$ cat src/logic/ubg_defines.svh
// offsets, field positions, reset values and timing counts of the baud block
`ifndef UBG_DEFINES_SVH
`define UBG_DEFINES_SVH
`define UBG_OFF_BAUD_DIVISOR 8'h00
`define UBG_OFF_CONTROL 8'h04
`define UBG_OFF_TRANSMIT_DATA 8'h08
`define UBG_OFF_RECEIVE_DATA 8'h0C
`define UBG_OFF_STATUS 8'h10
`define UBG_CTRL_HS_BIT 0
`define UBG_CTRL_NINE_BIT 1
`define UBG_STAT_TX_READY_BIT 0
`define UBG_STAT_RX_VALID_BIT 1
`define UBG_DIVISOR_RESET 16'h0000
`define UBG_RXDATA_RESET 9'h000
`define UBG_OVERSAMPLE_LOW 5'h10
`define UBG_OVERSAMPLE_HIGH 5'h04
`define UBG_FIFO_DEPTH 8
`endif

$ cat src/logic/ubg_pkg.sv
// types shared by the baud generator and data register block
package ubg_pkg;
  typedef struct packed {
    logic valid;
    logic [8:0] data;
  } ubg_char_t;
  typedef struct packed {
    logic [15:0] count;
    logic [4:0] phase;
    logic tick;
    logic bit_tick;
  } ubg_timer_t;
endpackage

$ cat src/logic/ubg_fifo.sv
// parameterised first-in first-out buffer with valid and ready on both sides
module ubg_fifo #(
  parameter int WIDTH = 9,
  parameter int DEPTH = 8
) (
  // clock and reset
  input wire logic aclk,
  input wire logic aresetn,
  input wire logic ce,
  // fill side
  input wire logic in_valid,
  output logic in_ready,
  input wire logic [WIDTH-1:0] in_data,
  // drain side
  output logic out_valid,
  input wire logic out_ready,
  output logic [WIDTH-1:0] out_data
);
  localparam int AW = $clog2(DEPTH);
  typedef struct packed {
    logic [AW-1:0] wr;
    logic [AW-1:0] rd;
    logic [AW:0] level;
  } ubg_fifo_state_t;
  ubg_fifo_state_t s_q, s_d;
  logic [WIDTH-1:0] mem_q [DEPTH];
  logic push, pop;

  assign in_ready = (s_q.level != (AW+1)'(DEPTH)) ? 1'b1 : 1'b0;
  assign out_valid = s_q.level != '0;
  assign out_data = mem_q[s_q.rd];
  assign push = ce && in_valid && in_ready;
  assign pop = ce && out_valid && out_ready;

  function automatic logic [AW-1:0] ubg_next(input logic [AW-1:0] p);
    ubg_next = (p == AW'(DEPTH - 1)) ? '0 : p + AW'(1);
  endfunction

  always_comb begin
    s_d = s_q;
    if (push) begin
      s_d.wr = ubg_next(s_q.wr);
    end
    if (pop) begin
      s_d.rd = ubg_next(s_q.rd);
    end
    s_d.level = s_q.level + (AW+1)'(push) - (AW+1)'(pop);
  end

  always_ff @(posedge aclk) begin
    if (!aresetn) begin
      s_q <= '0;
    end else begin
      s_q <= s_d;
    end
  end

  // storage needs no reset; occupancy guards every read
  always_ff @(posedge aclk) begin
    if (push) begin
      mem_q[s_q.wr] <= in_data;
    end
  end
endmodule

$ cat src/logic/ubg_baud_timer.sv
// free-running 16-bit baud timer with oversampling prescale
`include "ubg_defines.svh"
module ubg_baud_timer (
  // clock and reset
  input wire logic aclk,
  input wire logic aresetn,
  input wire logic ce,
  // setup
  input wire logic [15:0] baud_divisor,
  input wire logic high_speed_baud_select,
  input wire logic divisor_written,
  // ticks
  output ubg_pkg::ubg_timer_t timer
);
  import ubg_pkg::*;
  ubg_timer_t s_q, s_d;
  logic [4:0] span;

  assign timer = s_q;
  assign span = high_speed_baud_select ? `UBG_OVERSAMPLE_HIGH : `UBG_OVERSAMPLE_LOW;

  always_comb begin
    s_d = s_q;
    s_d.tick = 1'b0;
    s_d.bit_tick = 1'b0;
    if (divisor_written) begin
      s_d.count = '0;
      s_d.phase = '0;
    end else if (s_q.count == baud_divisor) begin
      s_d.count = '0;
      s_d.tick = 1'b1;
      // bit every 16 or 4 ticks
      // at-or-above so a select change mid-count cannot run the phase to wrap
      if (s_q.phase >= span - 5'h01) begin
        s_d.phase = '0;
        s_d.bit_tick = 1'b1;
      end else begin
        s_d.phase = s_q.phase + 5'h01;
      end
    end else begin
      s_d.count = s_q.count + 16'h0001;
    end
  end

  always_ff @(posedge aclk) begin
    if (!aresetn) begin
      s_q <= '0;
    end else if (ce) begin
      s_q <= s_d;
    end
  end
endmodule

$ cat src/logic/ubg_top.sv
// baud generator and character data registers of a serial port, AXI4-Lite slave
// Function
// - free-running 16-bit baud timer, software period
// - select low: rate Fcy/(16*(divisor+1))
// - select high: rate Fcy/(4*(divisor+1))
// - divisor write clears timer immediately
// - timer clocked from instruction clock
// - transmit register write-only, upper bits zero
// - ninth transmit bit from bit 8
// - receive register read-only, resets zero
// - ninth received bit in bit 8
//
// The register addresses and the AXI4-Lite interface to the registers were chosen for this implementation.
`include "ubg_defines.svh"
module ubg_top (
  // clock, reset, enable
  input wire logic aclk,
  input wire logic aresetn,
  input wire logic ce,
  // axi4-lite write address
  input wire logic awvalid,
  output logic awready,
  input wire logic [7:0] awaddr,
  // axi4-lite write data
  input wire logic wvalid,
  output logic wready,
  input wire logic [31:0] wdata,
  input wire logic [3:0] wstrb,
  // axi4-lite write response
  output logic bvalid,
  input wire logic bready,
  output logic [1:0] bresp,
  // axi4-lite read address
  input wire logic arvalid,
  output logic arready,
  input wire logic [7:0] araddr,
  // axi4-lite read data
  output logic rvalid,
  input wire logic rready,
  output logic [31:0] rdata,
  output logic [1:0] rresp,
  // to the shifters
  output logic baud_tick,
  output logic baud_bit_tick,
  output logic high_speed_baud_select,
  output logic nine_bit_mode,
  output ubg_pkg::ubg_char_t tx_char,
  input wire logic tx_char_ready,
  // from the receive shifter
  input wire ubg_pkg::ubg_char_t rx_char
);
  import ubg_pkg::*;

  typedef struct packed {
    logic aw_held;
    logic [7:0] aw_addr;
    logic w_held;
    logic [31:0] w_data;
    logic [3:0] w_strb;
    logic bvalid;
    logic [1:0] bresp;
    logic rvalid;
    logic [31:0] rdata;
    logic [1:0] rresp;
    logic [15:0] baud_divisor;
    logic high_speed_baud_select;
    logic nine_bit_mode;
    logic divisor_written;
    logic [8:0] rx_data;
    logic rx_fresh;
  } ubg_state_t;

  ubg_state_t s_q, s_d;
  ubg_timer_t timer;
  logic fifo_in_valid, fifo_in_ready;
  logic [8:0] fifo_in_data;
  logic wr_fire;
  logic rd_fire;

  localparam logic [1:0] RESP_OKAY = 2'h0;
  localparam logic [1:0] RESP_SLVERR = 2'h2;

  function automatic logic ubg_mapped(input logic [7:0] a);
    ubg_mapped = (a == `UBG_OFF_BAUD_DIVISOR) || (a == `UBG_OFF_CONTROL) ||
                 (a == `UBG_OFF_TRANSMIT_DATA) || (a == `UBG_OFF_RECEIVE_DATA) ||
                 (a == `UBG_OFF_STATUS);
  endfunction

  function automatic logic [15:0] ubg_merge(input logic [15:0] old, input logic [31:0] d,
                                            input logic [3:0] st);
    ubg_merge = {st[1] ? d[15:8] : old[15:8], st[0] ? d[7:0] : old[7:0]};
  endfunction

  // one clock domain; aclk is the instruction clock
  ubg_baud_timer u_timer (
    .aclk(aclk),
    .aresetn(aresetn),
    .ce(ce),
    .baud_divisor(s_q.baud_divisor),
    .high_speed_baud_select(s_q.high_speed_baud_select),
    .divisor_written(s_q.divisor_written),
    .timer(timer)
  );

  // transmit characters wait here for the shifter
  ubg_fifo #(
    .WIDTH(9),
    .DEPTH(`UBG_FIFO_DEPTH)
  ) u_tx_fifo (
    .aclk(aclk),
    .aresetn(aresetn),
    .ce(ce),
    .in_valid(fifo_in_valid),
    .in_ready(fifo_in_ready),
    .in_data(fifo_in_data),
    .out_valid(tx_char.valid),
    .out_ready(tx_char_ready),
    .out_data(tx_char.data)
  );

  assign baud_tick = timer.tick;
  assign baud_bit_tick = timer.bit_tick;
  assign high_speed_baud_select = s_q.high_speed_baud_select;
  assign nine_bit_mode = s_q.nine_bit_mode;

  // write taken once both halves are held; a full fifo stalls the response
  assign wr_fire = s_q.aw_held && s_q.w_held && !s_q.bvalid &&
                   (s_q.aw_addr != `UBG_OFF_TRANSMIT_DATA || fifo_in_ready);
  assign rd_fire = arvalid && !s_q.rvalid;
  assign awready = ce && !s_q.aw_held;
  assign wready = ce && !s_q.w_held;
  assign arready = ce && !s_q.rvalid;
  assign bvalid = s_q.bvalid;
  assign bresp = s_q.bresp;
  assign rvalid = s_q.rvalid;
  assign rdata = s_q.rdata;
  assign rresp = s_q.rresp;

  // character plus ninth bit into the fifo
  assign fifo_in_valid = ce && wr_fire && s_q.aw_addr == `UBG_OFF_TRANSMIT_DATA &&
                         s_q.w_strb[0];
  assign fifo_in_data = {s_q.nine_bit_mode & s_q.w_data[8], s_q.w_data[7:0]};

  always_comb begin
    s_d = s_q;
    s_d.divisor_written = 1'b0;
    if (awvalid && !s_q.aw_held) begin
      s_d.aw_held = 1'b1;
      s_d.aw_addr = awaddr;
    end
    if (wvalid && !s_q.w_held) begin
      s_d.w_held = 1'b1;
      s_d.w_data = wdata;
      s_d.w_strb = wstrb;
    end
    if (wr_fire) begin
      s_d.aw_held = 1'b0;
      s_d.w_held = 1'b0;
      s_d.bvalid = 1'b1;
      s_d.bresp = ubg_mapped(s_q.aw_addr) ? RESP_OKAY : RESP_SLVERR;
      unique case (s_q.aw_addr)
        `UBG_OFF_BAUD_DIVISOR: begin
          s_d.baud_divisor = ubg_merge(s_q.baud_divisor, s_q.w_data, s_q.w_strb);
          s_d.divisor_written = |s_q.w_strb[1:0];
        end
        `UBG_OFF_CONTROL: begin
          if (s_q.w_strb[0]) begin
            s_d.high_speed_baud_select = s_q.w_data[`UBG_CTRL_HS_BIT];
            s_d.nine_bit_mode = s_q.w_data[`UBG_CTRL_NINE_BIT];
          end
        end
        default: begin
        end
      endcase
    end
    if (s_q.bvalid && bready) begin
      s_d.bvalid = 1'b0;
    end
    // capture of a new character wins over the read that clears fresh
    if (s_q.rvalid && rready) begin
      s_d.rvalid = 1'b0;
    end
    if (rd_fire) begin
      s_d.rvalid = 1'b1;
      s_d.rresp = ubg_mapped(araddr) ? RESP_OKAY : RESP_SLVERR;
      s_d.rdata = 32'h0000_0000;
      unique case (araddr)
        `UBG_OFF_BAUD_DIVISOR: s_d.rdata = {16'h0000, s_q.baud_divisor};
        `UBG_OFF_CONTROL: begin
          s_d.rdata[`UBG_CTRL_HS_BIT] = s_q.high_speed_baud_select;
          s_d.rdata[`UBG_CTRL_NINE_BIT] = s_q.nine_bit_mode;
        end
        `UBG_OFF_RECEIVE_DATA: begin
          s_d.rdata = {23'h000000, s_q.rx_data};
          s_d.rx_fresh = 1'b0;
        end
        `UBG_OFF_STATUS: begin
          s_d.rdata[`UBG_STAT_TX_READY_BIT] = fifo_in_ready;
          s_d.rdata[`UBG_STAT_RX_VALID_BIT] = s_q.rx_fresh;
        end
        default: begin
        end
      endcase
    end
    if (rx_char.valid) begin
      s_d.rx_data = {s_q.nine_bit_mode & rx_char.data[8], rx_char.data[7:0]};
      s_d.rx_fresh = 1'b1;
    end
  end

  always_ff @(posedge aclk) begin
    if (!aresetn) begin
      s_q <= '0;
      s_q.baud_divisor <= `UBG_DIVISOR_RESET;
      s_q.rx_data <= `UBG_RXDATA_RESET;
    end else if (ce) begin
      s_q <= s_d;
    end
  end
endmodule

$ cat config.mk
export PLATFORM = sky130hd
export DESIGN_NAME = ubg_top
export DESIGN_NICKNAME = d
export VERILOG_FILES = /design/src/logic/ubg_pkg.sv /design/src/logic/ubg_fifo.sv /design/src/logic/ubg_baud_timer.sv /design/src/logic/ubg_top.sv
export VERILOG_INCLUDE_DIRS = /design/src /design/src/logic
export SDC_FILE = /design/constraint.sdc
export NUM_CORES = 1
export LEC_CHECK = 0
export ABC_AREA = 1
export BUFFER_PORTS_ARGS = -buffer_cell sky130_fd_sc_hd__buf_2
export CAP_MARGIN = 10
export CORE_AREA = 4 4 121 123
export DETAILED_ROUTE_END_ITERATION = 8
export DIE_AREA = 0 0 125 127
export GPL_TIMING_DRIVEN = 0
export PLACE_DENSITY = 0.84
export REMOVE_ABC_BUFFERS = 1
export SYNTH_ARGS = -nofsm -noshare
export SYNTH_HDL_FRONTEND = slang
export SYNTH_SLANG_ARGS = --single-unit
$ cat constraint.sdc
create_clock -name aclk -period 6.05 [get_ports aclk]
set_input_delay 1.21 -clock aclk [delete_from_list [all_inputs] [get_ports aclk]]
set_output_delay 1.21 -clock aclk [all_outputs]
set_load 0.1 [all_outputs]
==> run metrics, run 1 <==
die area 15900 µm²; height of the die 127 µm; via count 6411; clock sink count 185; DP HPWL 11100 µm; Slew Viols, Final 0; area of the core 13700 µm²; Hold Path Class reg -> reg; Cell Area, Synth 8140 µm²; # Post-CTS Setup Buffers 0; diodes inserted 0; cell total after placement 1164; Reg power frac 0.445; Post-DRT Antenna Nets 0; post-cts resize count 0; GRT overflow 0; final net count 1089; synthesized instance count 948; Ys Warns 0; register area share after synthesis 0.543; effective utilization at floorplan 0.596; I/O Pins 126; vias in the first global route 6022; via/cell ratio 5.36; fraction of synthesis flops using an asynchronous set or reset pin 0; cell with the most instances after synthesis nand2_1; Crit Path Max Fanout 37; Syn Area/Cell 8.59 µm²; Final Hold Viols 0; total track usage 0.221; cell count of the worst hold path 2; clock power share 0.365; Hold-fix buffers, CTS 0; RSZ-0062 raised after global routing false; number of flops mapped to enable cells by yosys 72; Inserted Clock Buffers 17; r2r worst-path depth 10; CTS H-tree depth 4; Post-synth top cells nand2_1 (166), nor2_1 (144), dfxtp_1 (113); global-route wire length before repair 28400 µm; Critical Path AT 3.37 ns; LEAKAGE 3.63 nW; CTS max path bufs 2; share of layout cells above drive strength 1 0.152; max frequency 218 MHz; largest net degree at the start of global routing 68; DR pass1 iterations 5; Area growth, synth to finish 11.5%; total negative slack 0 ns; Root Driver clkbuf_16; Hold WS 0.442 ns; Max-slew headroom 0.200; Buffers on Ports 89; largest area contributor in the netlist dfxtp_1; Int Power 2.10 mW; Worst Setup End Kind output pin; status completed; DR WL/cell 14.5 µm; Initial DRC Count 603; #FFs+latches synth 185; NetSw 0.978 mW; CP required 4.84 ns; Pwr Density 339 nW/µm²; Finished Core Util 0.664; share of the synthesized area in the top cell type 0.278; Worst R2R Start u_tx_fifo.s_q[2]; final cell count without fillers 1196; Skew-Pair Late Insertion Delay 0.44 ns; Comb pwr share 0.189; Reg clk slew, reported paths 0.06 ns; fin crit share 0.757; DR DRC count 0; type of origin of the critical path flip-flop; Yosys cell types 40; CP Capture Point tx_char[2]; DIE WIDTH 125 µm; Setup CP Type reg -> out; fin crit period 4.58 ns; Clock Skews 0.00821 ns; maximum vdd drop 198 µV; top_reg_cell synth dfxtp_1; synth top area cells dfxtp_1 (28%), edfxtp_1 (27%), nand2_1 (7.7%); R2R Setup Slk 3.41 ns; CTS tree done; Std-Cell Rows 43; max cap viols 0; RD Place Congestion 0.820; actual slew at the worst max-slew pin 1.20 ns; reg2reg end u_tx_fifo.mem_q[7][1]; Final setup violation count 0; Switching Fraction 0.318; initial antenna violation count 0; final WL 17300 µm
[metal layers]
layer  up-vias  wire [µm]  global-route usage
met5         -          0                   0
met4         0        327              0.0835
met3        34       1130              0.0439
met2       221       8420               0.372
met1      2959       7470               0.285
li1       3197          -                   -
[worst min-delay path by stage]
| stage | from | end | slack, ns |
|---|---|---|---|
| after floorplan | s_q[110] | s_q[110] | 0.42 |
| after global placement | s_q[110] | s_q[110] | 0.43 |
| after detailed placement | s_q[110] | s_q[110] | 0.44 |
| after CTS | s_q[110] | s_q[110] | 0.45 |
| after global routing | s_q[81] | s_q[81] | 0.47 |
| final | s_q[110] | s_q[110] | 0.44 |
[worst max-delay path, cell delays in order (launching register included)]
cell and delay (ns):
dfxtp_1 1.11, inv_1 0.80, o21ai_0 0.36, o22ai_1 0.11
nor2_1 0.13, a31oi_1 0.08, buf_2 0.33
[metrics by stage]
stage	setup WS [ns]	power, mW	area [µm²]
floorplan	1.74	1.86	7760
global placement	1.90	1.97	8430
detailed placement	1.88	1.98	8470
CTS	1.43	3.09	9070
global route	1.05	3.19	9080
finish	1.47	3.08	9080
[power groups by stage]
stage	clock network, mW	logic (mW)	registers [mW]
after floorplan	0	0.439	1.42
after global placement	0	0.572	1.40
after detailed placement	0	0.582	1.40
after CTS	1.13	0.583	1.37
after global routing	1.19	0.628	1.38
final	1.12	0.582	1.37
[placed cells by master (no fill, tap or decap), drive strengths merged]
cell type	netlist	routed
nor4	1	1
clkinvlp	0	5
bufinv	0	3
xor2	11	11
nor3	21	21
fa	1	1
nand2	168	168
o21ai	91	91
xnor2	2	2
nor2	150	150
nand3b	1	1
a21oi	64	64
nand3	39	39
inv	84	87
a21o	1	1
o211a	1	1
or2	1	1
and3	1	1
ha	14	14
o22ai	9	9
buf	53	92
clkbuf	20	17
a31oi	16	16
nand4	9	9
dfxtp	113	113
edfxtp	72	72
clkinv	3	7
conb	1	18
a32o	1	1
[cells by family (layout without fill, tap and decap cells)]
kind of cell             count (synthesis)  count (layout)  synth area share
AND/OR/NAND/NOR                        391             391             0.205
flip-flops                             185             185             0.543
AO/OA/AOI/OAI                          183             183             0.118
buffers and inverters                  160             211            0.0948
adder cells (fa/ha/maj)                 15              15            0.0240
XOR/XNOR                                13              13            0.0140
other                                    1              18          0.000461
[final cells by class]
cell class | count | area, µm²
Fill cell | 1057 | 4590
Sequential cell | 185 | 4420
Multi-Input combinational cell | 620 | 3040
Timing Repair Buffer | 92 | 468
Clock buffer | 17 | 425
Inverter | 87 | 327
Tap cell | 180 | 225
Clock inverter | 15 | 174
[flip-flops by register name (all words and copies together), names as in the netlist, named ones only]
name                    flops
s_q                        47
high_speed_baud_select      1
u_tx_fifo.s_q              10
bresp                       1
u_timer.timer              23
u_tx_fifo.mem_q            72
bvalid                      1
rresp                       1
rvalid                      1
nine_bit_mode               1
rdata                      16
fifo_in_data                8
Note: power is estimated with default switching activity, not from simulation.
==> inputs of run 2 (changes only) <==
--- a/config.mk
+++ b/config.mk
@@ -9,11 +9,11 @@
 export ABC_AREA = 1
 export BUFFER_PORTS_ARGS = -buffer_cell sky130_fd_sc_hd__buf_2
 export CAP_MARGIN = 10
-export CORE_AREA = 4 4 121 123
+export CORE_AREA = 4 4 125 127
 export DETAILED_ROUTE_END_ITERATION = 8
-export DIE_AREA = 0 0 125 127
+export DIE_AREA = 0 0 129 131
 export GPL_TIMING_DRIVEN = 0
-export PLACE_DENSITY = 0.84
+export PLACE_DENSITY = 0.79
 export REMOVE_ABC_BUFFERS = 1
 export SYNTH_ARGS = -nofsm -noshare
 export SYNTH_HDL_FRONTEND = slang
==> constraint.sdc (replaced) <==
create_clock -name aclk -period 4.4 [get_ports aclk]
set_input_delay 0.88 -clock aclk [delete_from_list [all_inputs] [get_ports aclk]]
set_output_delay 0.88 -clock aclk [all_outputs]
set_load 0.1 [all_outputs]
==> run metrics, run 2 (synthesized netlist as in run 1, its figures left out) <==
final WL 17100 µm (-1.5%); Crit Path Max Fanout 36 (-2.7%); met2 Resource Use GR 0.352 (-0.0199); clock sink count 185 (unchanged); area occupied by multi-input gates 3030 µm² (-0.16%); die area 16900 µm² (+6.5%); global-route wire length before repair 27200 µm (-4.3%); Slew Viols, Final 0 (unchanged); Hold Path Class reg -> reg; CP required 3.52 ns (-1.32 ns); Biggest register u_tx_fifo.mem_q; final instance area 9090 µm² (+0.14%); DP Worst Slack 0.537 ns (-1.34 ns); Pwr Density 456 nW/µm² (+35%); share of layout cells above drive strength 1 0.153 (+0.00152); max cap viols 0 (unchanged); Initial DRC Count 466 (-23%); maximum vdd drop 248 µV (+25%); filler cell count 1227 (+16%); LEAKAGE 3.65 nW (+0.45%); Reg clk slew, reported paths 0.07 ns (about the same); met3 GRT Util 0.0439 (about the same); Finished Core Util 0.630 (-0.0341); # Post-CTS Setup Buffers 0 (unchanged); fin crit period 3.74 ns; Post-DRT Antenna Nets 0 (unchanged); NetSw 1.36 mW (+39%); RD Place Congestion 0.803 (-2.1%); via count 6281 (-2.0%); max frequency 267 MHz; largest net degree at the start of global routing 68 (unchanged); CTS H-tree depth 4 (unchanged); DR DRC count 0 (unchanged); area of the core 14400 µm² (+5.5%); via/cell ratio 5.22 (-2.6%); Worst Setup End Kind output pin; Clock Skews 0.00566 ns (-0.00255 ns); Final Hold Viols 0 (unchanged); register area 4420 µm² (unchanged); Max-slew headroom 0.252 (+0.0523); fin crit share 0.851; CTS max path bufs 2 (unchanged); RSZ-0062 raised after global routing false; most frequent cells in the layout nand2_1 (166), nor2_1 (144), dfxtp_1 (113); Final WS setup 0.657 ns (-0.815 ns); Root Driver clkbuf_16; total negative slack 0 ns (unchanged); dpl cell area 8490 µm² (+0.22%); Inserted Clock Buffers 17 (unchanged); DP HPWL 11100 µm (-0.60%); clock power share 0.350 (-0.015); I/O Pins 126 (unchanged); initial antenna violation count 0 (unchanged); Int Power 2.79 mW (+33%); status completed; post-cts resize count 0 (unchanged); Setup CP Type reg -> out; diodes inserted 0 (unchanged); Area growth, synth to finish 11.6%; Skew-Pair Late Insertion Delay 0.43 ns (about the same); effective utilization at floorplan 0.565 (-0.0313); grt met1 use 0.256 (-0.0283); vias in the first global route 5676 (-5.7%); GRT overflow 0 (unchanged); Buffers on Ports 89 (unchanged); Reg power frac 0.451 (+0.006); most used routing layer met2; actual slew at the worst max-slew pin 1.11 ns (-0.0837 ns); Std-Cell Rows 44 (+2.3%); final net count 1092 (+0.28%); DIE WIDTH 129 µm (+3.2%); DR WL/cell 14.2 µm (-2.1%); Critical Path AT 2.86 ns (-0.51 ns); Switching Fraction 0.327 (+0.00931); commonest non-fill, non-tap cell in the layout nand2_1; Final setup violation count 0 (unchanged); Comb pwr share 0.199 (+0.010); max reg flops 72 (unchanged); DR pass1 iterations 5 (unchanged); CTS tree done; type of origin of the critical path flip-flop; Hold-fix buffers, CTS 0 (unchanged); total track usage 0.205 (-0.0159); height of the die 131 µm (+3.1%)
-- run 2: final cells by class --
cell class / count / area share
sequential: 185 / 0.487
multi-input combinational: 620 / 0.333
clock inverter: 15 / 0.0160
clock buffer: 17 / 0.0468
tap: 184 / 0.0253
inverter: 87 / 0.0359
timing repair buffer: 95 / 0.0560
-- run 2: critical path, stage by stage (launching register included) --
cell     delay [ns]
dfxtp_1        0.42
buf_16         0.22
inv_1          0.71
o21ai_0        0.19
o22ai_1        0.16
nor2_1         0.07
a31oi_1        0.19
buf_2          0.46
-- run 2: per-stage QoR --
step / power [mW] / hold slack (ns) / std cells
global route: 4.31 / 0.477 / 1203
finish: 4.15 / 0.451 / 1203
detailed placement: 2.72 / 0.441 / 1170
floorplan: 2.56 / 0.422 / 892
global placement: 2.71 / 0.435 / 1165
CTS: 4.16 / 0.451 / 1202
-- run 2: final timing paths --
kind | from | end | slack [ns] | depth (start not counted)
worst min register to register | s_q[110] | s_q[110] | 0.45 | 2
worst max-delay path | flip-flop | tx_char[0] | 0.66 | 7
worst min-delay path | s_q[110] | s_q[110] | 0.45 | 2
worst max register to register | s_q[103] | s_q[68] | 1.84 | 4
-- run 2: routing by layer --
metal,part of all wire,vias to the layer above
met5,0,-
met4,0.020,0
met3,0.058,27
met2,0.48,188
met1,0.44,2868
li1,-,3198
-- run 2: power by group through the flow --
stage	sequential (mW)	combinational [mW]	clock [mW]
2_1_floorplan	1.95	0.604	0
3_3_place_gp	1.92	0.789	0
3_5_place_dp	1.92	0.801	0
4_1_cts	1.88	0.804	1.47
5_1_grt	1.88	0.885	1.54
6_report	1.87	0.825	1.45
